**config.mk**
```make
export PLATFORM = sky130hd
export DESIGN_NAME = xmbi_bus
export DESIGN_NICKNAME = d
export VERILOG_FILES = /design/src/core/xmbi_pkg.sv /design/src/core/xmbi_sync.sv /design/src/core/xmbi_addr_map.sv /design/src/core/xmbi_bus.sv
export VERILOG_INCLUDE_DIRS = /design/src /design/src/core
export SDC_FILE = /design/constraint.sdc
export NUM_CORES = 1
export LEC_CHECK = 0
export BUFFER_PORTS_ARGS = -buffer_cell sky130_fd_sc_hd__buf_4
export CAP_MARGIN = 20
export CORE_MARGIN = 3
export CORE_UTILIZATION = 42
export DETAILED_ROUTE_END_ITERATION = 7
export PLACE_DENSITY = 0.75
export SYNTH_ARGS = -nofsm -noshare
export SYNTH_HDL_FRONTEND = slang
export SYNTH_SLANG_ARGS = --single-unit
```
**constraint.sdc**
```tcl
create_clock -name clk -period 2.7 [get_ports clk]
set_input_delay 0.405 -clock clk [delete_from_list [all_inputs] [get_ports clk]]
set_output_delay 0.405 -clock clk [all_outputs]
set_load 0.02 [all_outputs]
```
**src/core/xmbi_defs.svh**
```systemverilog
// Constants for the external memory bus interface: timing, reset values and address map.
`ifndef XMBI_DEFS_SVH
`define XMBI_DEFS_SVH

// ----------------------------------------------------------------------------
// Bus geometry
// ----------------------------------------------------------------------------
`define XMBI_ADDR_W        20
`define XMBI_LOW_ADDR_W    16
`define XMBI_DATA_W        16
`define XMBI_WAIT_W        3

// ----------------------------------------------------------------------------
// Reset and mapping values
// ----------------------------------------------------------------------------
`define XMBI_RESET_PC      16'hFF80
`define XMBI_ROM_BASE      16'hF000
`define XMBI_HIGH_ZERO     4'h0
`define XMBI_READY_MIN_WS  3'h2
`define XMBI_WS_ONE        3'h1
`define XMBI_WS_ZERO       3'h0

`endif

```
**src/core/xmbi_pkg.sv**
```systemverilog
// Types shared by the external memory bus interface files.
package xmbi_pkg;
    typedef enum logic [1:0] {
        XMBI_SPACE_PROG,
        XMBI_SPACE_DATA,
        XMBI_SPACE_IO
    } xmbi_space_t;
endpackage

```
**src/core/xmbi_sync.sv**
```systemverilog
// Three-stage synchroniser with agreement filter for asynchronous pin inputs.
`timescale 1ns/1ps
module xmbi_sync (
    input  wire logic clk,
    input  wire logic rst_n,
    input  wire logic pin_in,
    output logic      level_out
);
    logic s1_reg;
    logic s2_reg;
    logic s3_reg;
    logic level_next;

    // The first stage feeds only the second stage, to contain metastability.
    assign level_next = (s2_reg == s3_reg) ? s3_reg : level_out;

    always_ff @(posedge clk or negedge rst_n) begin
        if (!rst_n) begin
            s1_reg    <= 1'b1;
            s2_reg    <= 1'b1;
            s3_reg    <= 1'b1;
            level_out <= 1'b1;
        end else begin
            s1_reg    <= pin_in;
            s2_reg    <= s1_reg;
            s3_reg    <= s2_reg;
            level_out <= level_next;
        end
    end
endmodule // xmbi_sync

```
**src/core/xmbi_addr_map.sv**
```systemverilog
// Address mapping: on-chip ROM window and upper address-line enable.
`timescale 1ns/1ps
`include "xmbi_defs.svh"
module xmbi_addr_map (
    input  wire logic                      rom_enabled,
    input  wire xmbi_pkg::xmbi_space_t     space,
    input  wire logic [`XMBI_ADDR_W-1:0]   addr,
    output logic                           is_internal,
    output logic [`XMBI_ADDR_W-1:0]        addr_out
);
    import xmbi_pkg::*;

    logic in_rom_window;

    // The top 4K words of each 64K program page belong to on-chip ROM.
    assign in_rom_window = (addr[`XMBI_LOW_ADDR_W-1:0] >= `XMBI_ROM_BASE);
    assign is_internal   = rom_enabled && (space == XMBI_SPACE_PROG) && in_rom_window;
    // Upper lines carry address only for program space.
    assign addr_out = (space == XMBI_SPACE_PROG) ? addr
                    : {`XMBI_HIGH_ZERO, addr[`XMBI_LOW_ADDR_W-1:0]};
endmodule // xmbi_addr_map

```
**src/core/xmbi_bus.sv**
```systemverilog
// External memory and I/O bus interface of the processor: strobes, wait states, hold and reset fetch.
`timescale 1ns/1ps
`include "xmbi_defs.svh"

// What this block does
// - Space selects idle high; only the addressed external space select goes low.
// - A space select is low only while the address bus is valid.
// - Memory strobe idles high, low only for external program or data access.
// - I/O strobe idles high, low only for external I/O access.
// - Direction output is high for read, low only during external writes.
// - READY low stretches the access one cycle at a time until high.
// - READY is only looked at with two or more wait states programmed.
// - READY is not sampled until all programmed wait states have elapsed.
// - A hold request, once acknowledged, floats address, data and control lines.
// - Hold acknowledge asserts while the bus is floated in the hold state.
// - Hold acknowledge is driven high, inactive, throughout reset.
// - Selects, strobes and direction float while in hold.
// - Wait-complete goes low at first wait state, high at the last one, when two or more are set.
// - Fetch indicator is low while the address is an instruction fetch.
// - Output-disable low floats fetch, wait-complete, strobes, selects, direction, grant.
// - After reset release the first program fetch is at address FF80.
// - Mode pin low at reset maps on-chip ROM into the top 4K words of each 64K program page.
// - Mode pin is sampled only at reset; a software mode bit may override.
// - Low sixteen address lines for all spaces; upper four only for program.
// - Data bus floats unless writing, and during reset or hold request.
module xmbi_bus (
    input  wire logic                        clk,
    input  wire logic                        reset_n,
    input  wire logic                        chip_reset_n,
    input  wire logic                        rom_map_select,
    input  wire logic                        mode_override_valid,
    input  wire logic                        mode_override_value,
    input  wire logic                        output_disable_n,
    input  wire logic                        ready,
    input  wire logic                        hold_req_n,
    input  wire logic [`XMBI_WAIT_W-1:0]     prog_wait_states,
    input  wire logic [`XMBI_WAIT_W-1:0]     data_wait_states,
    input  wire logic [`XMBI_WAIT_W-1:0]     io_wait_states,
    input  wire logic                        req_valid,
    output logic                             req_ready,
    input  wire xmbi_pkg::xmbi_space_t       req_space,
    input  wire logic                        req_write,
    input  wire logic                        req_fetch,
    input  wire logic [`XMBI_ADDR_W-1:0]     req_addr,
    input  wire logic [`XMBI_DATA_W-1:0]     req_wdata,
    output logic                             rsp_valid,
    output logic [`XMBI_DATA_W-1:0]          rsp_rdata,
    output logic                             rsp_internal,
    output logic [`XMBI_ADDR_W-1:0]          reset_fetch_addr,
    output logic                             rom_mapped,
    output logic [`XMBI_ADDR_W-1:0]          addr_o,
    output logic                             addr_oe,
    output logic [`XMBI_DATA_W-1:0]          data_o,
    output logic                             data_oe,
    input  wire logic [`XMBI_DATA_W-1:0]     data_i,
    output logic                             data_space_sel_n,
    output logic                             program_space_sel_n,
    output logic                             io_space_sel_n,
    output logic                             memory_strobe_n,
    output logic                             io_strobe_n,
    output logic                             read_not_write,
    output logic                             ctrl_oe,
    output logic                             bus_grant_n,
    output logic                             wait_done_n,
    output logic                             fetch_cycle_n,
    output logic                             status_oe
);
    import xmbi_pkg::*;

    // ------------------------------------------------------------------------
    // Reset release and pin synchronisers
    // ------------------------------------------------------------------------
    logic rst_a_reg;
    logic rst_reg;
    wire  rst_n = rst_reg;

    always_ff @(posedge clk or negedge reset_n) begin
        if (!reset_n) begin
            rst_a_reg <= 1'b0;
            rst_reg   <= 1'b0;
        end else begin
            rst_a_reg <= 1'b1;
            rst_reg   <= rst_a_reg;
        end
    end

    logic ready_s;
    logic hold_req_s_n;
    logic chip_reset_s_n;
    logic oe_s_n;
    logic map_pin_s;

    xmbi_sync u_sync_ready (.clk(clk), .rst_n(rst_n), .pin_in(ready), .level_out(ready_s));
    xmbi_sync u_sync_hold  (.clk(clk), .rst_n(rst_n), .pin_in(hold_req_n),
                            .level_out(hold_req_s_n));
    xmbi_sync u_sync_crst  (.clk(clk), .rst_n(rst_n), .pin_in(chip_reset_n),
                            .level_out(chip_reset_s_n));
    xmbi_sync u_sync_off   (.clk(clk), .rst_n(rst_n), .pin_in(output_disable_n),
                            .level_out(oe_s_n));
    xmbi_sync u_sync_map   (.clk(clk), .rst_n(rst_n), .pin_in(rom_map_select),
                            .level_out(map_pin_s));

    // ------------------------------------------------------------------------
    // Mode latch and reset fetch address
    // ------------------------------------------------------------------------
    logic mp_mode_reg;
    logic mp_mode_next;
    logic in_chip_reset;

    assign in_chip_reset = !chip_reset_s_n;
    // The pin is caught only while chip reset is low; software may override later.
    assign mp_mode_next = in_chip_reset       ? map_pin_s
                        : mode_override_valid ? mode_override_value
                        : mp_mode_reg;

    always_ff @(posedge clk or negedge rst_n) begin
        if (!rst_n) begin
            mp_mode_reg <= 1'b1;
        end else begin
            mp_mode_reg <= mp_mode_next;
        end
    end

    assign rom_mapped       = !mp_mode_reg;
    assign reset_fetch_addr = {`XMBI_HIGH_ZERO, `XMBI_RESET_PC};

    // ------------------------------------------------------------------------
    // Access state machine
    // ------------------------------------------------------------------------
    typedef enum logic [2:0] {
        XMBI_ST_IDLE,
        XMBI_ST_WAIT,
        XMBI_ST_READY,
        XMBI_ST_DONE,
        XMBI_ST_HOLD
    } xmbi_state_t;

    xmbi_state_t state_reg;
    xmbi_state_t state_next;
    xmbi_space_t space_reg;
    logic        write_reg;
    logic        fetch_reg;
    logic [`XMBI_ADDR_W-1:0]  addr_reg;
    logic [`XMBI_DATA_W-1:0]  wdata_reg;
    logic [`XMBI_DATA_W-1:0]  rdata_reg;
    logic [`XMBI_WAIT_W-1:0]  ws_total_reg;
    logic [`XMBI_WAIT_W-1:0]  ws_left_reg;
    logic [`XMBI_WAIT_W-1:0]  ws_left_next;
    logic                     rsp_valid_reg;
    logic                     rsp_int_reg;
    logic                     wait_done_reg;
    logic                     wait_done_next;

    function automatic logic [`XMBI_WAIT_W-1:0] pick_ws(input xmbi_space_t sp,
                                                      input logic [`XMBI_WAIT_W-1:0] p,
                                                      input logic [`XMBI_WAIT_W-1:0] d,
                                                      input logic [`XMBI_WAIT_W-1:0] i);
        case (sp)
            XMBI_SPACE_PROG: pick_ws = p;
            XMBI_SPACE_DATA: pick_ws = d;
            default:         pick_ws = i;
        endcase
    endfunction

    logic                    req_internal;
    logic [`XMBI_ADDR_W-1:0] mapped_addr;
    logic [`XMBI_WAIT_W-1:0] req_ws;
    logic                    take;
    logic                    hold_wanted;
    logic                    use_ready;
    logic                    ext_active;

    xmbi_addr_map u_map (
        .rom_enabled (rom_mapped),
        .space       (req_space),
        .addr        (req_addr),
        .is_internal (req_internal),
        .addr_out    (mapped_addr)
    );

    assign hold_wanted = !hold_req_s_n;
    assign req_ws      = pick_ws(req_space, prog_wait_states, data_wait_states, io_wait_states);
    assign req_ready   = (state_reg == XMBI_ST_IDLE) && !hold_wanted && !in_chip_reset;
    assign take        = req_valid && req_ready;
    assign use_ready   = (ws_total_reg >= `XMBI_READY_MIN_WS);
    assign ext_active  = (state_reg == XMBI_ST_WAIT) || (state_reg == XMBI_ST_READY) ||
                         (state_reg == XMBI_ST_DONE);

    always_comb begin
        state_next     = state_reg;
        ws_left_next   = ws_left_reg;
        wait_done_next = 1'b1;
        case (state_reg)
            XMBI_ST_IDLE: begin
                if (hold_wanted && !in_chip_reset) begin
                    state_next = XMBI_ST_HOLD;
                end else if (take && !req_internal) begin
                    ws_left_next = req_ws;
                    state_next   = (req_ws == `XMBI_WS_ZERO) ? XMBI_ST_DONE : XMBI_ST_WAIT;
                    // Goes low at the first wait state when two or more are set.
                    wait_done_next = !(req_ws >= `XMBI_READY_MIN_WS);
                end
            end
            XMBI_ST_WAIT: begin
                ws_left_next = ws_left_reg - `XMBI_WS_ONE;
                // Returns high as the last wait state begins.
                wait_done_next = !(use_ready && (ws_left_reg > `XMBI_READY_MIN_WS));
                if (ws_left_reg == `XMBI_WS_ONE) begin
                    state_next = use_ready ? XMBI_ST_READY : XMBI_ST_DONE;
                end
            end
            XMBI_ST_READY: begin
                // Each low sample costs one more cycle before looking again.
                if (ready_s) begin
                    state_next = XMBI_ST_DONE;
                end
            end
            XMBI_ST_DONE: begin
                state_next = XMBI_ST_IDLE;
            end
            XMBI_ST_HOLD: begin
                if (!hold_wanted) begin
                    state_next = XMBI_ST_IDLE;
                end
            end
            default: begin
                state_next = XMBI_ST_IDLE;
            end
        endcase
    end

    always_ff @(posedge clk or negedge rst_n) begin
        if (!rst_n) begin
            state_reg     <= XMBI_ST_IDLE;
            ws_left_reg   <= `XMBI_WS_ZERO;
            wait_done_reg <= 1'b1;
        end else begin
            state_reg     <= in_chip_reset ? XMBI_ST_IDLE : state_next;
            ws_left_reg   <= ws_left_next;
            wait_done_reg <= in_chip_reset ? 1'b1 : wait_done_next;
        end
    end

    always_ff @(posedge clk or negedge rst_n) begin
        if (!rst_n) begin
            space_reg    <= XMBI_SPACE_PROG;
            write_reg    <= 1'b0;
            fetch_reg    <= 1'b0;
            addr_reg     <= '0;
            wdata_reg    <= '0;
            ws_total_reg <= `XMBI_WS_ZERO;
        end else if (take) begin
            space_reg    <= req_space;
            write_reg    <= req_write;
            fetch_reg    <= req_fetch;
            addr_reg     <= mapped_addr;
            wdata_reg    <= req_wdata;
            ws_total_reg <= req_ws;
        end
    end

    // Internal ROM hits and external completions both answer the next cycle.
    always_ff @(posedge clk or negedge rst_n) begin
        if (!rst_n) begin
            rsp_valid_reg <= 1'b0;
            rsp_int_reg   <= 1'b0;
            rdata_reg     <= '0;
        end else begin
            rsp_valid_reg <= (take && req_internal) || (state_reg == XMBI_ST_DONE);
            rsp_int_reg   <= take && req_internal;
            if (state_reg == XMBI_ST_DONE && !write_reg) begin
                rdata_reg <= data_i;
            end
        end
    end

    assign rsp_valid    = rsp_valid_reg;
    assign rsp_internal = rsp_int_reg;
    assign rsp_rdata    = rdata_reg;

    // ------------------------------------------------------------------------
    // Pin drive
    // ------------------------------------------------------------------------
    logic in_hold;
    logic pins_on;

    assign in_hold = (state_reg == XMBI_ST_HOLD);
    assign pins_on = oe_s_n && !in_hold;

    // Selects and strobes are decoded from the held access, so they fall only while the address is valid.
    assign data_space_sel_n    = !(ext_active && space_reg == XMBI_SPACE_DATA);
    assign program_space_sel_n = !(ext_active && space_reg == XMBI_SPACE_PROG);
    assign io_space_sel_n      = !(ext_active && space_reg == XMBI_SPACE_IO);
    assign memory_strobe_n     = !(ext_active && space_reg != XMBI_SPACE_IO);
    assign io_strobe_n         = !(ext_active && space_reg == XMBI_SPACE_IO);
    assign read_not_write      = !(ext_active && write_reg);
    assign fetch_cycle_n       = !(ext_active && fetch_reg);
    assign wait_done_n         = wait_done_reg;
    assign bus_grant_n         = !in_hold || in_chip_reset;

    assign ctrl_oe   = pins_on;
    assign status_oe = oe_s_n;
    assign addr_o    = addr_reg;
    assign addr_oe   = pins_on;
    assign data_o    = wdata_reg;
    // Write data is driven only during the write, never in reset or with hold pending.
    assign data_oe   = pins_on && ext_active && write_reg && !in_chip_reset && !hold_wanted;
endmodule // xmbi_bus

```
==> results of run 1 <==
## power groups by stage
stage               Sequential [mW]  Combinational [mW]  Clock [mW]
finish                         2.20                2.19       0.970
detailed placement             2.23                2.19           0
global placement               2.20                2.14           0
floorplan                      2.62               0.776           0
CTS                            2.21                2.19        1.00
global route                   2.26                2.37        1.07
## worst max-delay path: stages, from the launching register on
cell	delay, ns
dfrtp_1	0.50
nor2_1	0.16
a21boi_0	0.42
buf_4	0.23
## layout by cell type, fill, tap and decap left out, types with 2 or more instances in the layout
master,Yosys,final
o21ai_0,6,6
nand2_1,121,121
nand2b_1,4,4
or4_1,2,2
mux2i_1,4,4
nor2_1,10,10
inv_6,0,5
a32oi_1,2,2
and2_1,2,2
or3_1,2,2
maj3_1,5,5
dfstp_2,22,22
mux2_2,19,19
buf_4,22,149
clkbuf_8,0,9
dfrtp_1,68,67
a21oi_1,3,3
ha_1,3,3
nand3_1,11,10
conb_1,2,21
inv_1,5,5
clkbuf_16,0,2
## through the flow
stage	area [µm²]	hold WS (ns)
after floorplan	3770	0.109
after global placement	4790	0.188
after detailed placement	4790	0.189
after CTS	5020	0.138
after global routing	5050	0.128
final	5050	0.158
## layout make-up
| class | count | area, µm² |
|---|---|---|
| well taps | 105 | 131 |
| repair buffers | 151 | 1160 |
| flip-flops and latches | 90 | 2280 |
| clock buffers | 11 | 174 |
| multi-input cells | 231 | 1240 |
| inverters | 5 | 18.8 |
| fillers | 710 | 3330 |
| clock inverters | 5 | 43.8 |
## cell families (layout without fill, tap and decap cells)
logic type / Yosys count / count (layout) / share of synthesized area
muxes: 23 / 23 / 0.0687
and+or+nand+nor: 160 / 160 / 0.184
AOI/OAI and AO/OA: 19 / 19 / 0.0366
adders and majority gates: 8 / 8 / 0.0237
DFF: 90 / 90 / 0.617
other: 2 / 21 / 0.00203
buffers and inverters: 41 / 172 / 0.0680
## metal layers
layer	global-route usage	vias to the layer above	routed length, µm
met5	0	-	0
met4	0.0651	0	97
met3	0.0646	6	951
met2	0.289	132	4260
met1	0.238	1355	3740
li1	-	1361	-
## worst max path at each step
stage | cells after the start | startpoint | slack [ns] | end
after global routing | 5 | state_reg[0] | 0.45 | data_oe
after detailed placement | 5 | u_sync_crst.level_out | 0.81 | ws_left_reg[1]
final | 3 | state_reg[0] | 0.63 | addr_oe
after floorplan | 0 | rst_n | 0.05 | addr_o[0]
after global placement | 5 | u_sync_crst.level_out | 0.84 | ws_left_reg[1]
after CTS | 3 | state_reg[0] | 0.65 | io_strobe_n
## timing repair
item                      4_1_cts  5_1_grt
hold endpoints to repair        2        0
buffers inserted                0        0
hold buffers                    1        0
==> metrics, run 1 <==
effective utilization at floorplan 0.441; vias in the first global route 2952; Synth Instances 343; final setup TNS 0 ns; min-delay src ready; Worst Hold End u_sync_ready.s1_reg; 1st-pass router iterations 4; Skew-Pair Late Insertion Delay 0.35 ns; placer congestion estimate 0.781; Startpoint Class register; WHS Path Cells 1; Combinational Power Share 0.408; Power Dens Cells 1060 nW/µm²; Die ar. 9960 µm²; Resized Gates After CTS 0; CTS Sinks 90; Req. time, crit path 2.30 ns; R2R Path Start u_sync_crst.level_out; initial antenna violation count 0; Finished Core Util 0.602; status complete, no violations; Post-synth EDFFs 0; Max Cap Viol 0; #FFs+latches synth 90; max_slew headroom 0.496; Worst Hold Class in2reg; Fmax 483 MHz; internal cell power 3.29 mW; Sw Share 0.385; num ports 164; Worst EP arrival 1.67 ns; share of cells above drive strength 1 0.430; GRT Util Overall 0.184; CTS tree yes; root buffer cell clkbuf_8; most common cell in the netlist nand2_1; via count 2854; clk buf depth 2; Buffers on Ports 143; Synth cell types 39; antenna cells 0; Finished Layout Cells 598; unrepaired setup endpoints after global routing no; R2R cell count 5; top post-synthesis cells by count nand2_1, dfrtp_1, buf_4, dfstp_2, mux2_2; Die Ht 99.8 µm; Yosys top cell by area dfrtp_1; DP HPWL 6580 µm; worst setup margin 0.630 ns; first-pass GRT wire length 14500 µm; period utilisation layout 0.767; top_reg_cell synth dfrtp_1; Total Nets Final 566; Inserted Clock Buffers 9; Yosys top cell area share 0.460; max reg flops 20; synth warn 0; sequential-to-total area share from yosys stat 0.617; core area 8380 µm²; Clock Skews 0.0126 ns; Area Overhead vs Synth 36.6%; total gr overflow 0; FF-to-FF End ws_left_reg[1]; CTS HTree Levels 3; 1st-iter DRT viols 81; total power 5.35 mW; Peak VDD IR 707 µV; Placed Cells 580; endpoint class of the critical path output port; min cycle time layout 2.07 ns; Post-Place Worst Slack 0.811 ns; wirelength, routed 9040 µm; clock power share 0.181; detailed-route wire length per cell 15.1 µm; final hold violation count 0; Reg clk slew, reported paths 0.10 ns; P_sw 2.06 mW; Crit Path Max Fanout 9; # DRC 0; Sequential Power Share 0.410; async set-reset flop share out of synthesis 1.00; flop2flop setup slack 0.78 ns; count of final setup violators 0; Slew Limit Fails 0; Setup CP Type reg2out; Via density 4.77; Die W 99.8 µm; ANT nets after route 0; slew of the pin with the lowest slew margin 0.754 ns; largest net degree at the start of global routing 84; row cnt 33; main area contributors after synthesis dfrtp_1, dfstp_2, nand2_1; Syn Std Cell Area 3700 µm²; leakage power total 2.61 nW; Avg Synthesized Cell Area 10.8 µm²
Power figures use the tool's default switching activity.
==> inputs of run 2 (changes only) <==
Settings changed: ABC_AREA from default to 1, CORE_UTILIZATION 42 to 43, PLACE_DENSITY 0.75 to 0.76.
Clock period 2.7 ns to 1.7 ns, I/O delays scaled along.
==> run 2 against run 1 <==
Effect of this change:
- die area shrank 0.48%
- final cell count grew 8.7%
- non-clock buffer count grew 11
- power grew 65%
- highest routed layer unchanged
==> metrics, run 2 <==
GRT Util Overall 0.179 (was 0.184); num ports 164 (unchanged); share of cells above drive strength 1 0.407 (was 0.430); Post-Place Worst Slack 0.202 ns (was 0.811 ns); Crit Path Max Fanout 5 (was 9); total gr overflow 0 (unchanged); R2R Path Start state_reg[0] (was u_sync_crst.level_out); Post-DP Area 4900 µm² (was 4790 µm²); CTS tree yes (unchanged); wirelength, routed 8810 µm (was 9040 µm); worst setup margin 0.0384 ns (was 0.630 ns); count of final setup violators 0 (unchanged); R2R cell count 4 (was 5); sequential-to-total area share from yosys stat 0.606 (was 0.617); Avg Synthesized Cell Area 9.88 µm² (was 10.8 µm²); most frequent cells in the layout buf_4, nand2_1, dfrtp_1 (unchanged); placer congestion estimate 0.822 (was 0.781); clk buf depth 2 (unchanged); FF-to-FF End rsp_rdata[14] (was ws_left_reg[1]); DP HPWL 6820 µm (was 6580 µm); Die Ht 99.6 µm (was 99.8 µm); Yosys top cell area share 0.452 (was 0.460); root buffer cell clkbuf_8 (unchanged); area of the multi-input gates 1260 µm² (was 1240 µm²); worst hold slack 0.0960 ns (was 0.158 ns); Sw Share 0.391 (was 0.385); Startpoint Class register (unchanged); Worst Hold End data_o[8] (was u_sync_ready.s1_reg); Peak VDD IR 929 µV (was 707 µV); Synth cell types 25 (was 39); Via density 4.71 (was 4.77); vias in the first global route 3017 (was 2952); CTS HTree Levels 3 (unchanged); CTS Sinks 90 (unchanged); #FFs+latches synth 90 (unchanged); Total Nets Final 618 (was 566); clock power share 0.167 (was 0.181); commonest non-fill, non-tap cell in the layout buf_4 (unchanged); internal cell power 5.37 mW (was 3.29 mW); 1st-iter DRT viols 139 (was 81); Post-synth EDFFs 0 (unchanged); Yosys top cell by area dfrtp_1 (unchanged); Setup CP Type reg2out (unchanged); antenna cells 0 (unchanged); register area 2290 µm² (was 2280 µm²); Die ar. 9910 µm² (was 9960 µm²); Finished Core Util 0.628 (was 0.602); Placed Cells 623 (was 580); max reg flops 20 (unchanged); Inserted Clock Buffers 9 (unchanged); core area 8340 µm² (was 8380 µm²); endpoint class of the critical path output port (unchanged); unrepaired setup endpoints after global routing yes (was no); Slew Limit Fails 0 (unchanged); first-pass GRT wire length 14100 µm (was 14500 µm); most common cell in the netlist nand2_1 (unchanged); detailed-route wire length per cell 13.6 µm (was 15.1 µm); period utilisation layout 0.977; Power Dens Cells 1680 nW/µm² (was 1060 nW/µm²); Max Cap Viol 0 (unchanged); Buffers on Ports 143 (unchanged); Clock Skews 0.00726 ns (was 0.0126 ns); ANT nets after route 0 (unchanged); WHS Path Cells 3 (was 1); Combinational Power Share 0.441 (was 0.408); async set-reset flop share out of synthesis 1.00 (unchanged); Die W 99.6 µm (was 99.8 µm); min-delay src req_wdata[8] (was ready); min cycle time layout 1.66 ns; Area Overhead vs Synth 39.1% (was 36.6%); status complete, no violations (unchanged); design area 5240 µm² (was 5050 µm²); final hold violation count 0 (unchanged); Req. time, crit path 1.44 ns (was 2.30 ns); Worst Hold Class in2reg (unchanged); via count 3063 (was 2854); largest net degree at the start of global routing 39 (was 84); Finished Layout Cells 650 (was 598); Synth Instances 381 (was 343); Fmax 602 MHz; effective utilization at floorplan 0.451 (was 0.441); Skew-Pair Late Insertion Delay 0.35 ns (about the same); Reg clk slew, reported paths 0.09 ns (was 0.10 ns); top_reg_cell synth dfrtp_1 (unchanged); top post-synthesis cells by count nand2_1, dfrtp_1, buf_4 (was nand2_1, dfrtp_1, buf_4, dfstp_2, mux2_2); P_sw 3.45 mW (was 2.06 mW); flop2flop setup slack 0.19 ns (was 0.78 ns); main area contributors after synthesis dfrtp_1, dfstp_2, nand2_1 (unchanged); Worst EP arrival 1.41 ns (was 1.67 ns); FILL cells 693 (was 710); 1st-pass router iterations 4 (unchanged); initial antenna violation count 0 (unchanged); Sequential Power Share 0.393 (was 0.410); # DRC 0 (unchanged); Syn Std Cell Area 3760 µm² (was 3700 µm²); row cnt 33 (unchanged); leakage power total 2.74 nW (was 2.61 nW); synth warn 0 (unchanged)
-- run 2: changes by cell type after synthesis, moves of 3 or more --
cell and delta:
nand2_1 +23, buf_4 +4, mux2_2 -3, nand3_1 +8, nand4_1 +3, mux2i_1 -4
nor2_1 +5, nand2b_1 -4, clkbuf_1 -5, o21ai_0 +8, inv_1 +17
-- run 2: per-stage QoR --
stage	setup TNS, ns	power [mW]
6_report	0	8.82
5_1_grt	-0.113	9.39
4_1_cts	0	8.81
3_5_place_dp	0	7.27
3_3_place_gp	0	7.13
2_1_floorplan	0	5.59
-- run 2: final cells by class --
class	instances	area share
Multi-Input combinational cell	254	0.240
Clock inverter	5	0.0119
Inverter	23	0.0165
Timing Repair Buffer	162	0.243
Sequential cell	90	0.436
Clock buffer	11	0.0270
Tap cell	105	0.0251
-- run 2: what timing repair did --
item | in CTS | in global routing
resized for setup | 4 | 7
pin swaps | 0 | 1
hold buffers | 6 | 0
endpoints found under the setup margin | 7 | 9
buffers inserted | 1 | 4
hold endpoints to repair | 7 | 0
-- run 2: worst max-delay path by stage --
stage	startpoint	endpoint	slack (ns)	cells after the start
5_1_grt	state_reg[0]	addr_oe	-0.04	5
4_1_cts	u_sync_crst.level_out	data_oe	0.01	4
6_report	state_reg[1]	io_space_sel_n	0.04	5
2_1_floorplan	state_reg[1]	data_oe	0.03	4
3_5_place_dp	state_reg[2]	rsp_rdata[10]	0.20	3
3_3_place_gp	state_reg[1]	ws_left_reg[0]	0.28	6
-- run 2: worst max-delay path: stages, from the launching register on --
cell	delay, ns
dfrtp_2	0.44
nor2_4	0.18
nor2_4	0.05
buf_4	0.15
nand3_1	0.09
buf_4	0.15
-- run 2: logic make-up (layout without fill, tap and decap cells) --
kind of cell / after synthesis / in the layout / synth area share
DFF: 90 / 90 / 0.606
AOI/OAI and AO/OA: 19 / 19 / 0.0263
buffers and inverters: 56 / 201 / 0.0871
and+or+nand+nor: 190 / 190 / 0.208
other: 2 / 21 / 0.00199
adders and majority gates: 8 / 8 / 0.0233
muxes: 16 / 16 / 0.0479
-- run 2: routing by layer --
metal,wire (µm),global-route usage,share of wire,vias up
met5,0,0,0,-
met4,197,0.0840,0.022,0
met3,890,0.0596,0.10,16
met2,4510,0.304,0.51,139
met1,3210,0.204,0.36,1438
li1,-,-,-,1470
-- run 2: power by group through the flow --
stage	Clock [mW]	Combinational (mW)	Sequential (mW)
after CTS	1.52	3.81	3.47
after floorplan	0	1.37	4.22
after detailed placement	0	3.79	3.49
after global placement	0	3.68	3.45
final	1.47	3.89	3.47
after global routing	1.61	4.22	3.56
